--- src/inc/dwt_pkg.sv ---
package dwt_pkg;

  // channel count and converter word width
  localparam int NUM_CH = 2;
  localparam int DATA_W = 12;

  // register byte offsets on the apb window
  localparam logic [7:0] OFF_CTRL = 8'h00;
  localparam logic [7:0] OFF_SOFTWARE_TRIGGER_BIT = 8'h04;
  localparam logic [7:0] OFF_DUAL_12R = 8'h20;
  localparam logic [7:0] OFF_DUAL_12L = 8'h24;
  localparam logic [7:0] OFF_DUAL_8R = 8'h28;
  localparam logic [7:0] OFF_DOR1 = 8'h2C;
  localparam logic [7:0] OFF_DOR2 = 8'h30;
  localparam logic [7:0] OFF_STATUS = 8'h34;

  // field positions
  localparam int CH_FIELD_W = 16;
  localparam int ST_PEND_BIT = 12;
  localparam int ST_UDR_BIT = 13;
  localparam int D12R_CH2_LSB = 16;
  localparam int D12L_CH1_LSB = 4;
  localparam int D12L_CH2_LSB = 20;
  localparam int D8R_CH2_LSB = 8;

  // reset values and full scale
  localparam logic [15:0] CTRL_RST = 16'h0000;
  localparam logic [11:0] LFSR_SEED = 12'hAAA;
  localparam logic [11:0] DATA_RST = 12'h000;
  localparam logic [11:0] DATA_MAX = 12'hFFF;

  // timing: hardware trigger to output load, in pclk cycles
  localparam int HW_TRIG_DELAY = 3;

  // encodings
  localparam logic [2:0] TSEL_SOFTWARE = 3'h7;
  localparam logic [1:0] WAVE_OFF = 2'h0;
  localparam logic [1:0] WAVE_NOISE = 2'h1;
  localparam logic [3:0] MAMP_FULL = 4'hB;

  // one channel's half of the control register, high bit first, channel_enable last at bit 0
  typedef struct packed {
    logic [1:0] reserved;
    logic underrun_irq_enable;
    logic dma_request_enable;
    logic [3:0] mask_amplitude_select;
    logic [1:0] wave_select;
    logic [2:0] trigger_source_select;
    logic trigger_enable;
    logic buffer_off;
    logic channel_enable;
  } dwt_chan_cfg_t;

endpackage : dwt_pkg

--- src/design/dwt_top.sv ---
`timescale 1ns/100ps
`default_nettype none

module dwt_top #(
  parameter int NUM_HW_TRIG = 7, // hardware trigger lines, codes 0..6
  parameter int ADDR_W = 8 // apb address width
) (
  input wire logic pclk,
  input wire logic presetn,
  input wire logic psel,
  input wire logic penable,
  input wire logic pwrite,
  input wire logic [ADDR_W-1:0] paddr,
  input wire logic [31:0] pwdata,
  output logic [31:0] prdata,
  output logic pready,
  output logic pslverr,
  input wire logic [NUM_HW_TRIG-1:0] hw_trig,
  output logic [dwt_pkg::NUM_CH-1:0] dma_req,
  input wire logic [dwt_pkg::NUM_CH-1:0] dma_ack,
  output logic [dwt_pkg::NUM_CH-1:0] underrun_irq,
  output logic [dwt_pkg::NUM_CH-1:0] chan_enable,
  output logic [dwt_pkg::NUM_CH-1:0] out_buffer_off,
  output logic [dwt_pkg::NUM_CH-1:0][dwt_pkg::DATA_W-1:0] dac_data
);

  // refuse configurations the decode cannot serve
  generate
    if (NUM_HW_TRIG < 1 || NUM_HW_TRIG > 7) begin : g_bad_trig
      $error("NUM_HW_TRIG must be 1..7");
    end
    if (ADDR_W < 8) begin : g_bad_addr
      $error("ADDR_W must be at least 8");
    end
  endgenerate

  localparam int NCH = dwt_pkg::NUM_CH;
  localparam int DW = dwt_pkg::DATA_W;

  // mask for noise and top of triangle share one decode
  function automatic logic [11:0] mask_of(input logic [3:0] code);
    logic [11:0] m;
    m = 12'h002 << code;
    if (code >= dwt_pkg::MAMP_FULL) begin
      mask_of = dwt_pkg::DATA_MAX;
    end else begin
      mask_of = m - 12'h001;
    end
  endfunction : mask_of

  // sum without wraparound, pinned at full scale
  function automatic logic [11:0] sat_add(input logic [11:0] a,
                                          input logic [11:0] b);
    logic [12:0] s;
    s = {1'b0, a} + {1'b0, b};
    sat_add = s[12] ? dwt_pkg::DATA_MAX : s[11:0];
  endfunction : sat_add

  // next noise value, taps 12/6/4/1, shifting toward bit 0
  function automatic logic [11:0] lfsr_next(input logic [11:0] l);
    logic fb;
    fb = l[0] ^ l[1] ^ l[4] ^ l[6];
    if (l == 12'h000) begin
      lfsr_next = 12'h001;
    end else begin
      lfsr_next = {fb, l[11:1]};
    end
  endfunction : lfsr_next

  // control halves, one per channel
  dwt_pkg::dwt_chan_cfg_t [NCH-1:0] ctrl_reg;
  logic [NCH-1:0] software_trigger_bit_reg; // software trigger bits
  logic [NCH-1:0] udr_reg; // underrun flags
  logic [DW-1:0] dhr_reg [NCH]; // data holding per channel
  logic dhr_wr_reg; // a dual holding write just happened
  logic [NUM_HW_TRIG-1:0] hw_prev_reg; // for rising-edge detect
  logic [31:0] rdata_reg; // read data captured in setup
  logic [NCH-1:0] sw_clr; // channel consumed its software trigger
  logic [NCH-1:0] udr_set; // channel saw an underrun
  logic [NCH-1:0] pend; // per-channel request pending
  logic [DW-1:0] dor [NCH]; // per-channel output words
  logic [NUM_HW_TRIG-1:0] hw_rise; // one-cycle rising edges

  // apb decode
  logic [7:0] addr8;
  logic mapped;
  logic access;
  logic wr_en;
  logic [NCH-1:0] udr_w1c;

  assign addr8 = paddr[7:0];
  assign access = psel & penable;
  assign wr_en = access & pwrite & mapped;
  assign pready = 1'b1; // zero wait states
  assign pslverr = access & ~mapped; // unmapped address answers error
  assign prdata = rdata_reg;
  assign hw_rise = hw_trig & ~hw_prev_reg;

  // word-aligned hits only; upper address bits must be zero
  always_comb begin
    mapped = 1'b0;
    if ((paddr >> 8) == '0) begin
      unique case (addr8)
        dwt_pkg::OFF_CTRL, dwt_pkg::OFF_SOFTWARE_TRIGGER_BIT, dwt_pkg::OFF_DUAL_12R,
        dwt_pkg::OFF_DUAL_12L, dwt_pkg::OFF_DUAL_8R, dwt_pkg::OFF_DOR1,
        dwt_pkg::OFF_DOR2, dwt_pkg::OFF_STATUS: mapped = 1'b1;
        default: mapped = 1'b0;
      endcase
    end
  end

  // w1c strobes for the underrun flags
  always_comb begin
    udr_w1c = '0;
    if (wr_en && addr8 == dwt_pkg::OFF_STATUS) begin
      for (int c = 0; c < NCH; c++) begin
        udr_w1c[c] = pwdata[c * dwt_pkg::CH_FIELD_W + dwt_pkg::ST_UDR_BIT];
      end
    end
  end

  // read data latched in setup phase so it is a flop in access
  always_ff @(posedge pclk or negedge presetn) begin
    if (!presetn) begin
      rdata_reg <= 32'h00000000;
    end else if (psel && !penable && !pwrite) begin
      rdata_reg <= 32'h00000000;
      unique case (addr8)
        dwt_pkg::OFF_CTRL: begin
          rdata_reg <= {ctrl_reg[1], ctrl_reg[0]};
        end
        dwt_pkg::OFF_SOFTWARE_TRIGGER_BIT: begin
          rdata_reg <= {30'h0, software_trigger_bit_reg};
        end
        dwt_pkg::OFF_DUAL_12R: begin
          rdata_reg <= {4'h0, dhr_reg[1], 4'h0, dhr_reg[0]};
        end
        dwt_pkg::OFF_DOR1: begin
          rdata_reg <= {20'h00000, dor[0]};
        end
        dwt_pkg::OFF_DOR2: begin
          rdata_reg <= {20'h00000, dor[1]};
        end
        dwt_pkg::OFF_STATUS: begin
          for (int c = 0; c < NCH; c++) begin
            rdata_reg[c * dwt_pkg::CH_FIELD_W + dwt_pkg::ST_UDR_BIT] <=
              udr_reg[c];
            rdata_reg[c * dwt_pkg::CH_FIELD_W + dwt_pkg::ST_PEND_BIT] <=
              pend[c];
          end
        end
        // other holding views and unmapped read as zero
        default: begin
          rdata_reg <= 32'h00000000;
        end
      endcase
    end
  end

  // control register; some fields frozen while the channel runs
  always_ff @(posedge pclk or negedge presetn) begin
    if (!presetn) begin
      ctrl_reg <= {dwt_pkg::CTRL_RST, dwt_pkg::CTRL_RST};
    end else if (wr_en && addr8 == dwt_pkg::OFF_CTRL) begin
      for (int c = 0; c < NCH; c++) begin
        ctrl_reg[c] <= pwdata[c * 16 +: 16];
        ctrl_reg[c].reserved <= 2'h0;
        if (ctrl_reg[c].channel_enable) begin
          // write-lock avoids a glitch in a running waveform
          ctrl_reg[c].mask_amplitude_select <=
            ctrl_reg[c].mask_amplitude_select;
          ctrl_reg[c].trigger_source_select <=
            ctrl_reg[c].trigger_source_select;
        end
      end
    end
  end

  // software trigger bits: set by write, dropped once consumed
  always_ff @(posedge pclk or negedge presetn) begin
    if (!presetn) begin
      software_trigger_bit_reg <= '0;
    end else begin
      for (int c = 0; c < NCH; c++) begin
        if (wr_en && addr8 == dwt_pkg::OFF_SOFTWARE_TRIGGER_BIT && pwdata[c]) begin
          software_trigger_bit_reg[c] <= 1'b1; // a new write wins over the clear
        end else if (sw_clr[c]) begin
          software_trigger_bit_reg[c] <= 1'b0;
        end
      end
    end
  end

  // underrun flags: hardware set beats software clear
  always_ff @(posedge pclk or negedge presetn) begin
    if (!presetn) begin
      udr_reg <= '0;
    end else begin
      udr_reg <= udr_set | (udr_reg & ~udr_w1c);
    end
  end

  // dual holding registers, one write feeds both channels
  always_ff @(posedge pclk or negedge presetn) begin
    if (!presetn) begin
      dhr_reg[0] <= dwt_pkg::DATA_RST;
      dhr_reg[1] <= dwt_pkg::DATA_RST;
      dhr_wr_reg <= 1'b0;
    end else begin
      dhr_wr_reg <= 1'b0;
      if (wr_en) begin
        unique case (addr8)
          dwt_pkg::OFF_DUAL_12R: begin
            dhr_reg[0] <= pwdata[11:0];
            dhr_reg[1] <= pwdata[dwt_pkg::D12R_CH2_LSB +: 12];
            dhr_wr_reg <= 1'b1;
          end
          dwt_pkg::OFF_DUAL_12L: begin
            dhr_reg[0] <= pwdata[dwt_pkg::D12L_CH1_LSB +: 12];
            dhr_reg[1] <= pwdata[dwt_pkg::D12L_CH2_LSB +: 12];
            dhr_wr_reg <= 1'b1;
          end
          dwt_pkg::OFF_DUAL_8R: begin
            dhr_reg[0] <= {pwdata[7:0], 4'h0};
            dhr_reg[1] <= {pwdata[dwt_pkg::D8R_CH2_LSB +: 8], 4'h0};
            dhr_wr_reg <= 1'b1;
          end
          // other registers leave holding data alone
          default: begin
            dhr_wr_reg <= 1'b0;
          end
        endcase
      end
    end
  end

  // previous level of the trigger lines
  always_ff @(posedge pclk or negedge presetn) begin
    if (!presetn) begin
      hw_prev_reg <= '0;
    end else begin
      hw_prev_reg <= hw_trig;
    end
  end

  // per-channel datapath: trigger, generators, output, dma
  for (genvar g = 0; g < NCH; g++) begin : g_ch
    dwt_pkg::dwt_chan_cfg_t cfg;
    logic hw_edge; // selected hardware line rose
    logic sw_fire; // software trigger taken this cycle
    logic hw_load; // hardware trigger matured
    logic load; // output register loads this cycle
    logic step; // generator advances this cycle
    logic [1:0] wave; // effective wave mode
    logic [11:0] mask;
    logic [11:0] value;
    logic [dwt_pkg::HW_TRIG_DELAY-1:0] hw_pipe_reg;
    logic [11:0] lfsr_reg;
    logic [11:0] tri_reg;
    logic tri_up_reg;
    logic [11:0] dor_reg;
    logic pend_reg;

    assign cfg = ctrl_reg[g];
    // each channel sees only its own source selection
    assign hw_edge = cfg.trigger_enable
      && cfg.trigger_source_select != dwt_pkg::TSEL_SOFTWARE
      && 32'(cfg.trigger_source_select) < NUM_HW_TRIG
      && hw_rise[cfg.trigger_source_select];
    assign sw_fire = cfg.trigger_enable
      && cfg.trigger_source_select == dwt_pkg::TSEL_SOFTWARE
      && software_trigger_bit_reg[g];
    assign hw_load = hw_pipe_reg[dwt_pkg::HW_TRIG_DELAY-1];
    // triggers off: holding write reaches output next cycle
    assign load = hw_load | sw_fire
      | (~cfg.trigger_enable & dhr_wr_reg);
    // generators only move on triggers, so trigger_enable gates them
    assign step = cfg.trigger_enable & (hw_load | sw_fire);
    assign wave = cfg.trigger_enable ? cfg.wave_select : dwt_pkg::WAVE_OFF;
    assign mask = mask_of(cfg.mask_amplitude_select);
    assign sw_clr[g] = sw_fire;
    assign pend[g] = pend_reg;
    assign dor[g] = dor_reg;

    // value that the next load will store
    always_comb begin
      if (wave[1]) begin
        value = sat_add(dhr_reg[g], tri_reg);
      end else if (wave == dwt_pkg::WAVE_NOISE) begin
        value = sat_add(dhr_reg[g], lfsr_reg & mask);
      end else begin
        value = dhr_reg[g];
      end
    end

    // hardware trigger delay line
    always_ff @(posedge pclk or negedge presetn) begin
      if (!presetn) begin
        hw_pipe_reg <= '0;
      end else begin
        hw_pipe_reg <= {hw_pipe_reg[dwt_pkg::HW_TRIG_DELAY-2:0],
                        hw_edge};
      end
    end

    // noise register: own per channel, reset when wave is off
    always_ff @(posedge pclk or negedge presetn) begin
      if (!presetn) begin
        lfsr_reg <= dwt_pkg::LFSR_SEED;
      end else if (cfg.wave_select == dwt_pkg::WAVE_OFF) begin
        lfsr_reg <= dwt_pkg::LFSR_SEED;
      end else if (lfsr_reg == 12'h000) begin
        lfsr_reg <= lfsr_next(lfsr_reg);
      end else if (step && wave == dwt_pkg::WAVE_NOISE) begin
        lfsr_reg <= lfsr_next(lfsr_reg);
      end
    end

    // triangle counter: used first, stepped in the same load
    always_ff @(posedge pclk or negedge presetn) begin
      if (!presetn) begin
        tri_reg <= 12'h000;
        tri_up_reg <= 1'b1;
      end else if (cfg.wave_select == dwt_pkg::WAVE_OFF) begin
        tri_reg <= 12'h000;
        tri_up_reg <= 1'b1;
      end else if (step && wave[1]) begin
        if (tri_up_reg && tri_reg < mask) begin
          tri_reg <= tri_reg + 12'h001;
          tri_up_reg <= (tri_reg + 12'h001) < mask;
        end else if (tri_reg != 12'h000) begin
          tri_reg <= tri_reg - 12'h001;
          tri_up_reg <= (tri_reg == 12'h001);
        end else begin
          tri_reg <= 12'h001;
          tri_up_reg <= 12'h001 < mask;
        end
      end
    end

    // output data register
    always_ff @(posedge pclk or negedge presetn) begin
      if (!presetn) begin
        dor_reg <= dwt_pkg::DATA_RST;
      end else if (load) begin
        dor_reg <= value;
      end
    end

    // dma request: not queued, held until acknowledge
    always_ff @(posedge pclk or negedge presetn) begin
      if (!presetn) begin
        pend_reg <= 1'b0;
      end else if (!cfg.dma_request_enable) begin
        pend_reg <= 1'b0; // disabling dma drops a stale request
      end else if (hw_edge && !udr_reg[g] && !(pend_reg && !dma_ack[g])) begin
        pend_reg <= 1'b1;
      end else if (dma_ack[g]) begin
        pend_reg <= 1'b0;
      end
    end

    // second trigger with request still open is an underrun
    assign udr_set[g] = cfg.dma_request_enable && hw_edge
      && !udr_reg[g] && pend_reg && !dma_ack[g];
    // flag blocks new requests but output keeps loading
    assign dma_req[g] = pend_reg & ~udr_reg[g];
    assign underrun_irq[g] = udr_reg[g] & cfg.underrun_irq_enable;
    assign chan_enable[g] = cfg.channel_enable;
    assign out_buffer_off[g] = cfg.buffer_off;
    assign dac_data[g] = dor_reg;
  end

endmodule : dwt_top

`default_nettype wire

--- config.mk ---
export PLATFORM = sky130hd
export DESIGN_NAME = dwt_top
export DESIGN_NICKNAME = d
export VERILOG_FILES = /design/src/inc/dwt_pkg.sv /design/src/design/dwt_top.sv
export SDC_FILE = /design/constraint.sdc
export NUM_CORES = 1
export LEC_CHECK = 0
export ABC_AREA = 1
export BUFFER_PORTS_ARGS = -buffer_cell sky130_fd_sc_hd__buf_2
export CORE_UTILIZATION = 50
export DETAILED_ROUTE_END_ITERATION = 8
export PLACE_DENSITY = 0.72
export SLEW_MARGIN = 5
export SYNTH_ARGS = -nofsm -noshare
export SYNTH_HDL_FRONTEND = slang
export SYNTH_SLANG_ARGS = --single-unit
--- constraint.sdc ---
create_clock -name pclk -period 3.81 [get_ports pclk]
set_input_delay 0.381 -clock pclk [delete_from_list [all_inputs] [get_ports pclk]]
set_output_delay 0.381 -clock pclk [all_outputs]
set_load 0.02 [all_outputs]
==> qor.txt, run 1 <==
=======================================================================================
Kind of start point of the critical path                                           flop
Final critical-path share of the clock period                                     90.5%
Final number of setup-violating endpoints                                             0
Cell type contributing the most total cell area after synthesis            sky130_fd_sc_hd__dfrtp_1
Power dissipated by switching net loads                                         1.03 mW
TritonCTS Sinks                                                                     174
CTS tree                                                                            yes
Total length of routed wires                                                   48200 um
Residual DRC count                                                                    0
Largest vdd supply drop                                                          322 uV
Number of buffers and inverters on the critical path                                  2
Antenna violations before repair                                                      0
Count of pins over their slew limit                                                   0
Skew final                                                                    0.0149 ns
Dpl cells                                                                          2569
Total design power                                                              3.81 mW
Via-per-instance ratio                                                             5.63
Detailed placement HPWL                                                        37700 um
Die X                                                                            170 um
Count of boundary I/O pins                                                          120
Global-route wire length before repair                                         74600 um
Post-synthesis cell type count                                                       50
Total negative slack for setup checks                                              0 ns
Number of stages on the worst hold path                                               1
Proportion of power drawn by combinational gates                                   4.9%
Clock slew at the register clock pins of the worst setup and hold paths         0.08 ns
Total gr overflow                                                                     0
Yosys reg bits                                                                      174
Wire length on met3                                                             4730 um
Wire length on met2                                                            21200 um
Highest achievable clock rate                                                   290 MHz
Final-layout worst hold slack                                                 0.0410 ns
Total cell area at the placement stage                                     0.0150 sq mm
Minimum setup slack after placement                                            0.166 ns
Fraction of final layout cells with drive strength greater than 1                 10.4%
TritonCTS Buffers                                                                    17
Number of filler cells placed in the layout                                        2737
Number of failing hold endpoints at the final stage                                   0
Number of enable flip-flop cells after synthesis                                      0
Sw Share                                                                          26.9%
Total number of vias                                                              14600
Mapped Avg Cell Area                                                         6.65 sq um
Total core area                                                            0.0273 sq mm
Cell at the root of the clock tree                                         sky130_fd_sc_hd__clkbuf_16
Vertical die dimension                                                           170 um
Number of nets in the layout                                                       2378
Internal Dissipation                                                            2.78 mW
LEAKAGE                                                                         8.62 nW
Fraction of registers with async set/reset                                         100%
Post-layout min period                                                          3.45 ns
Number of flip-flops under the largest register name                                 28
Final design instance area without fill                                    0.0156 sq mm
Crit path arrival time                                                          3.77 ns
Clock share of power                                                              46.2%
Endpoint kind of the worst setup timing path                                       flop
Effective utilization at floorplan                                                51.6%
Final Util                                                                        57.3%
Die area                                                                   0.0288 sq mm
Top area cells in the synthesized netlist                                  sky130_fd_sc_hd__dfrtp_1, sky130_fd_sc_hd__nand2_1, sky130_fd_sc_hd__ha_1
Non-filler instance count after layout                                             2603
Critical path depth                                                                  22
Portion of total power attributed to sequential cells                             48.9%
Actual slew at the worst max-slew pin                                          0.978 ns
Run status                                                                 finished, final reports clean
Critical Path RT                                                                4.13 ns
Growth of design area from synthesis to finish                                    11.2%
Total Routing Usage GR                                                            34.1%
Worst-case headroom to the max-slew limit                                         34.1%
Antenna cells                                                                         0
Crit-path slowest cell                                                     sky130_fd_sc_hd__dfrtp_1
Worst path max stage delay                                                      0.51 ns
Worst-Skew Late Latency                                                         0.45 ns
Vias in the first global route                                                    13500
Worst Reg2Reg Path Length in Cells                                                   22
Number of rows in the core area                                                      60
Chain of cells forming the critical path                                   nor2_2 -> nand2_1 -> ha_1 -> nand2_1 -> inv_1 -> nor4_1 -> nor3_2 -> or2_2 -> inv_1 -> ha_1 -> nand2_1 -> nand2_1 -> nand2_1 -> nand2_1 -> nand2_1 -> nand2_1 -> nor2_4 -> nand3_1 -> nand3_1 -> nand2_1 -> nand2_1 -> o21ai_0
Routed metal-1 wirelength                                                      20700 um
Critical path class                                                        flop to flop
Number of buffers on the longest clock path                                           2
Final weighted congestion of routability-driven global placement                  0.959
Netlist area before placement                                              0.0141 sq mm
Maximum number of pins on one net before global-route repair                         74
Count of buffers from port buffering                                                114
Number of violations reported at the end of detailed-routing iteration 0           1398
Dominant delay contributor by cell family on the critical path             simple AND/OR/NAND/NOR gates
Uppermost signal routing layer after detailed routing                              met4
Share of the yosys chip area belonging to registers                               31.1%
Most Frequent Cell on Critical Path                                        sky130_fd_sc_hd__nand2_1
Largest driver fanout on the critical path                                           10
Most common flop cell mapped by yosys                                      sky130_fd_sc_hd__dfrtp_1
ANT nets after route                                                                  0
Count of H-tree levels built during CTS                                               4
Pre-Repair DR Iteration Count                                                         8
Hold/Removal Path Class                                                    input pin to flop
Number of warnings reported in the yosys synthesis log                                0
Number of instances in the synthesized netlist                                     2114
Areal power density over the cells                                          244 mW/mm^2
Maximum capacitance violations                                                        0
Final Worst Setup Slack                                                        0.363 ns
Area share of the leading cell type in the synthesized netlist                    28.5%
Average wire length per cell after detail routing                               18.5 um
=======================================================================================
## cells in the mapped netlist (4+ instances only)
master / instances
sky130_fd_sc_hd__nor3_1: 36
sky130_fd_sc_hd__nand4_1: 37
sky130_fd_sc_hd__nand2_1: 667
sky130_fd_sc_hd__inv_2: 6
sky130_fd_sc_hd__o211ai_1: 11
sky130_fd_sc_hd__o21ai_2: 14
sky130_fd_sc_hd__o21ai_0: 133
sky130_fd_sc_hd__inv_1: 289
sky130_fd_sc_hd__clkinv_1: 7
sky130_fd_sc_hd__nor4_1: 9
sky130_fd_sc_hd__dfstp_2: 14
sky130_fd_sc_hd__a21oi_1: 96
sky130_fd_sc_hd__buf_4: 11
sky130_fd_sc_hd__buf_2: 11
sky130_fd_sc_hd__xnor2_1: 16
sky130_fd_sc_hd__o21bai_1: 4
sky130_fd_sc_hd__ha_1: 102
sky130_fd_sc_hd__fa_1: 4
sky130_fd_sc_hd__or2_2: 5
sky130_fd_sc_hd__nand3_1: 166
sky130_fd_sc_hd__nand2_4: 4
sky130_fd_sc_hd__xor2_1: 39
sky130_fd_sc_hd__dfrtp_1: 160
sky130_fd_sc_hd__nor2_1: 148
sky130_fd_sc_hd__o22ai_1: 29
sky130_fd_sc_hd__clkbuf_1: 31
sky130_fd_sc_hd__o21ai_1: 21
## layout by cell type (no fill, tap or decap), drive strengths merged
cell         synthesis  layout
o211ai              11      11
and3                 2       2
inv                296     304
nand3              168     168
ha                 102     102
xnor2               16      16
clkinvlp             0       2
or2                  5       5
dfstp               14      14
nand4               37      37
clkinv               7      12
nor2               152     152
o22ai               29      29
nor3                39      39
nand2              674     674
o21a                 2       2
xor2                39      39
a21oi               97      98
a31oi                1       1
dlygate4sd3          0       1
buf                 26     137
o221ai               2       2
nor4                 9       9
a32o                 1       1
a21o                 3       3
clkbuf              31      17
conb                 2       5
o21bai               4       4
fa                   4       4
nor3b                1       1
o21ai              168     168
o2111ai              3       3
and2                 2       2
a211oi               1       1
nand3b               3       3
dfrtp              160     160
a2bb2oi              3       3
## final timing paths
path	from	endpoint	slack, ns
setup / recovery	ctrl_reg[9]	g_ch[0].dor_reg[4]	0.36
hold / removal	hw_trig[2]	hw_prev_reg[2]	0.04
hold reg to reg	g_ch[1].hw_pipe_reg[1]	g_ch[1].hw_pipe_reg[2]	0.36
setup reg to reg	ctrl_reg[9]	g_ch[0].dor_reg[4]	0.36
max in group asynchronous	presetn	g_ch[0].lfsr_reg[9]	2.37
min in group asynchronous	presetn	g_ch[1].lfsr_reg[0]	0.54
## logic make-up (layout without fill, tap and decap cells)
group,after synthesis,count (layout),share of synthesized area [%]
adders and majority gates,106,106,9.65
buffers and inverters,360,473,10.2
and+or+nand+nor,1092,1092,32.7
AOI/OAI and AO/OA,325,326,12.9
other,2,5,0.0534
xor gates and xnor gates,55,55,3.43
DFF,174,174,31.1
## repair_timing
item	4_1_cts	5_1_grt
setup endpoints to repair	0	18
hold endpoints to repair	38	0
resized for setup	0	7
hold buffers	1	0
buffers inserted	0	0
## layer usage
| metal | global-route usage (%) | vias up |
|---|---|---|
| met3 | 8.49 | 91 |
| met5 | 0 | - |
| met4 | 12.0 | 0 |
| li1 | - | 7043 |
| met1 | 45.9 | 6835 |
| met2 | 53.0 | 674 |
## power groups by stage
| stage | logic, mW | registers (mW) | clock network [mW] |
|---|---|---|---|
| floorplan | 0.0693 | 1.90 | 0 |
| global placement | 0.182 | 1.90 | 0 |
| detailed placement | 0.183 | 1.90 | 0 |
| CTS | 0.185 | 1.86 | 1.77 |
| global route | 0.205 | 1.86 | 1.84 |
| finish | 0.186 | 1.86 | 1.76 |
## cell type report
class | count | area (sq um) | area share, %
clock buffers | 17 | 425 | 2.72
clock inverters | 15 | 146 | 0.937
inverters | 303 | 1140 | 7.30
multi-input cells | 1584 | 8300 | 53.1
flip-flops and latches | 174 | 4370 | 28.0
well taps | 372 | 465 | 2.98
repair buffers | 138 | 772 | 4.94
Power figures use the tool's default switching activity.
==> run 2, diff against run 1 <==
Settings changed: CORE_ASPECT_RATIO set to 0.9.
==> run 2 against run 1 <==
Net effect: non-clock buffer count down 2; critical path type unchanged; die area about the same; first-iteration DRC count up 2.6%; total power up 2.7%; largest power group unchanged; utilization down 0.22 points.
==> qor.txt, run 2 (synthesis results as in run 1) <==
=======================================================================================
Run status                                                                 finished, final reports clean
Internal Dissipation                                                            2.90 mW
Count of boundary I/O pins                                                          120
Largest vdd supply drop                                                          320 uV
Growth of design area from synthesis to finish                                    11.0%
Total number of vias                                                              14600
Pre-Repair DR Iteration Count                                                         6
Commonest cells after routing, fill and taps aside                         sky130_fd_sc_hd__nand2_1, sky130_fd_sc_hd__inv_1, sky130_fd_sc_hd__nand3_1
Crit path arrival time                                                          3.82 ns
Post-CTS repair timing setup buffer count                                             0
Minimum setup slack after placement                                            0.125 ns
Total negative slack for setup checks                                              0 ns
Final critical-path share of the clock period                                     91.9%
ANT nets after route                                                                  0
TritonCTS Buffers                                                                    17
Number of nets in the layout                                                       2375
Fraction of final layout cells with drive strength greater than 1                 10.2%
Maximum capacitance violations                                                        0
Die area                                                                   0.0288 sq mm
Kind of start point of the critical path                                           flop
Detailed placement HPWL                                                        35800 um
Count of pins over their slew limit                                                   0
Worst-case headroom to the max-slew limit                                         27.5%
Count of buffers from port buffering                                                114
Crit-path slowest cell                                                     sky130_fd_sc_hd__dfrtp_1
Chain of cells forming the critical path                                   nor2_1 -> nand2_1 -> ha_1 -> nand2_1 -> inv_1 -> nor4_1 -> nor3_1 -> or2_2 -> inv_1 -> ha_1 -> nand2_1 -> nand2_1 -> nand2_1 -> nand2_1 -> nand2_1 -> nand2_1 -> nor2_4 -> nand3_1 -> nand3_1 -> nand2_1 -> nand2_1 -> o21ai_0
Critical path class                                                        flop to flop
Average wire length per cell after detail routing                               17.8 um
Total cell area at the placement stage                                     0.0150 sq mm
Total design power                                                              3.91 mW
Post-layout min period                                                          3.50 ns
Skew final                                                                    0.0116 ns
Number of buffers and inverters on the critical path                                  2
Number of violations reported at the end of detailed-routing iteration 0           1435
Effective utilization at floorplan                                                51.4%
Antenna cells                                                                         0
Worst path max stage delay                                                      0.50 ns
Worst-Skew Late Latency                                                         0.45 ns
Sw Share                                                                          25.8%
Final weighted congestion of routability-driven global placement                  0.984
Antenna violations before repair                                                      0
Total core area                                                            0.0273 sq mm
Total gr overflow                                                                     0
Clock slew at the register clock pins of the worst setup and hold paths         0.08 ns
Die X                                                                            179 um
Highest achievable clock rate                                                   286 MHz
Hold/Removal Path Class                                                    input pin to flop
Vias in the first global route                                                    13500
Final Worst Setup Slack                                                        0.308 ns
Proportion of power drawn by combinational gates                                   4.7%
Count of H-tree levels built during CTS                                               4
Number of flip-flops under the largest register name                                 28
Maximum number of pins on one net before global-route repair                         59
TritonCTS Sinks                                                                     174
Number of buffers on the longest clock path                                           2
Global-route wire length before repair                                         72800 um
Via-per-instance ratio                                                             5.65
Clock share of power                                                              47.7%
Commonest non-fill, non-tap cell in the layout                             sky130_fd_sc_hd__nand2_1
Total Routing Usage GR                                                            32.8%
Final design instance area without fill                                    0.0156 sq mm
Number of rows in the core area                                                      57
Actual slew at the worst max-slew pin                                           1.09 ns
Most Frequent Cell on Critical Path                                        sky130_fd_sc_hd__nand2_1
Largest driver fanout on the critical path                                           10
Dominant delay contributor by cell family on the critical path             simple AND/OR/NAND/NOR gates
Final number of setup-violating endpoints                                             0
Number of filler cells placed in the layout                                        2705
Portion of total power attributed to sequential cells                             47.6%
Dpl cells                                                                          2549
Endpoint kind of the worst setup timing path                                       flop
Number of failing hold endpoints at the final stage                                   0
Setup repair after global routing missed its margin                                 yes
Non-filler instance count after layout                                             2582
Areal power density over the cells                                          251 mW/mm^2
Cell at the root of the clock tree                                         sky130_fd_sc_hd__clkbuf_16
LEAKAGE                                                                         8.63 nW
Residual DRC count                                                                    0
CTS tree                                                                            yes
Power dissipated by switching net loads                                         1.01 mW
Critical Path RT                                                                4.13 ns
Vertical die dimension                                                           161 um
Total length of routed wires                                                   46000 um
=======================================================================================
[run 2: cell types whose count changed in the layout (fill, tap and decap cells not counted)]
cell,change
sky130_fd_sc_hd__a21oi_2,-1
sky130_fd_sc_hd__clkinv_8,-1
sky130_fd_sc_hd__bufinv_16,+2
sky130_fd_sc_hd__nor2_2,-1
sky130_fd_sc_hd__inv_8,-1
sky130_fd_sc_hd__clkinv_2,+1
sky130_fd_sc_hd__clkinv_4,+1
sky130_fd_sc_hd__buf_4,-2
sky130_fd_sc_hd__nor3_2,-1
sky130_fd_sc_hd__clkinvlp_4,-2
sky130_fd_sc_hd__nor2_1,+1
sky130_fd_sc_hd__nor3_1,+1
[run 2: area by class of cell]
type	instances	area (sq um)	share of cell area, %
Multi-Input combinational cell	1583	8280	53.1
Clock buffer	17	425	2.73
Sequential cell	174	4370	28.0
Tap cell	354	443	2.84
Clock inverter	15	178	1.14
Timing Repair Buffer	136	757	4.85
Inverter	303	1140	7.31
[run 2: what timing repair did]
action / 4_1_cts / 5_1_grt
hold endpoints to repair: 46 / 0
setup endpoints to repair: 0 / 35
hold buffers: 1 / 0
gates resized for setup: 0 / 5
[run 2: metal layers]
metal  vias to the layer above  part of all wire (%)  routed length [um]  track usage (%)
li1                       7051                     -                   -                -
met1                      6774                    45               20900             46.8
met2                       667                    44               20100             49.8
met3                       103                   8.0                3660             5.63
met4                         0                   3.0                1370             11.6
met5                         -                     0                   0                0
[run 2: power groups by stage]
stage	clock network [mW]	registers (mW)	logic, mW
2_1_floorplan	0	1.90	0.0693
3_3_place_gp	0	1.90	0.179
3_5_place_dp	0	1.90	0.181
4_1_cts	1.87	1.86	0.183
5_1_grt	1.95	1.86	0.201
6_report	1.86	1.86	0.183
[run 2: worst paths after layout]
kind / start / endpoint / slack [ns] / depth (start not counted)
max in group asynchronous: presetn / g_ch[0].lfsr_reg[11] / 2.42 / 3
setup / recovery: ctrl_reg[9] / g_ch[0].dor_reg[4] / 0.31 / 22
hold / removal: hw_trig[3] / hw_prev_reg[3] / 0.04 / 1
hold reg to reg: g_ch[1].hw_pipe_reg[1] / g_ch[1].hw_pipe_reg[2] / 0.36 / 0
setup reg to reg: ctrl_reg[9] / g_ch[0].dor_reg[4] / 0.31 / 22
min in group asynchronous: presetn / prdata[27] / 0.46 / 2
[run 2: through the flow]
step	hold slack, ns	util [%]
CTS	0.0360	57.0
global placement	0.338	54.8
global route	0.0279	57.1
floorplan	0.0854	-
detailed placement	0.341	54.8
finish	0.0434	57.1
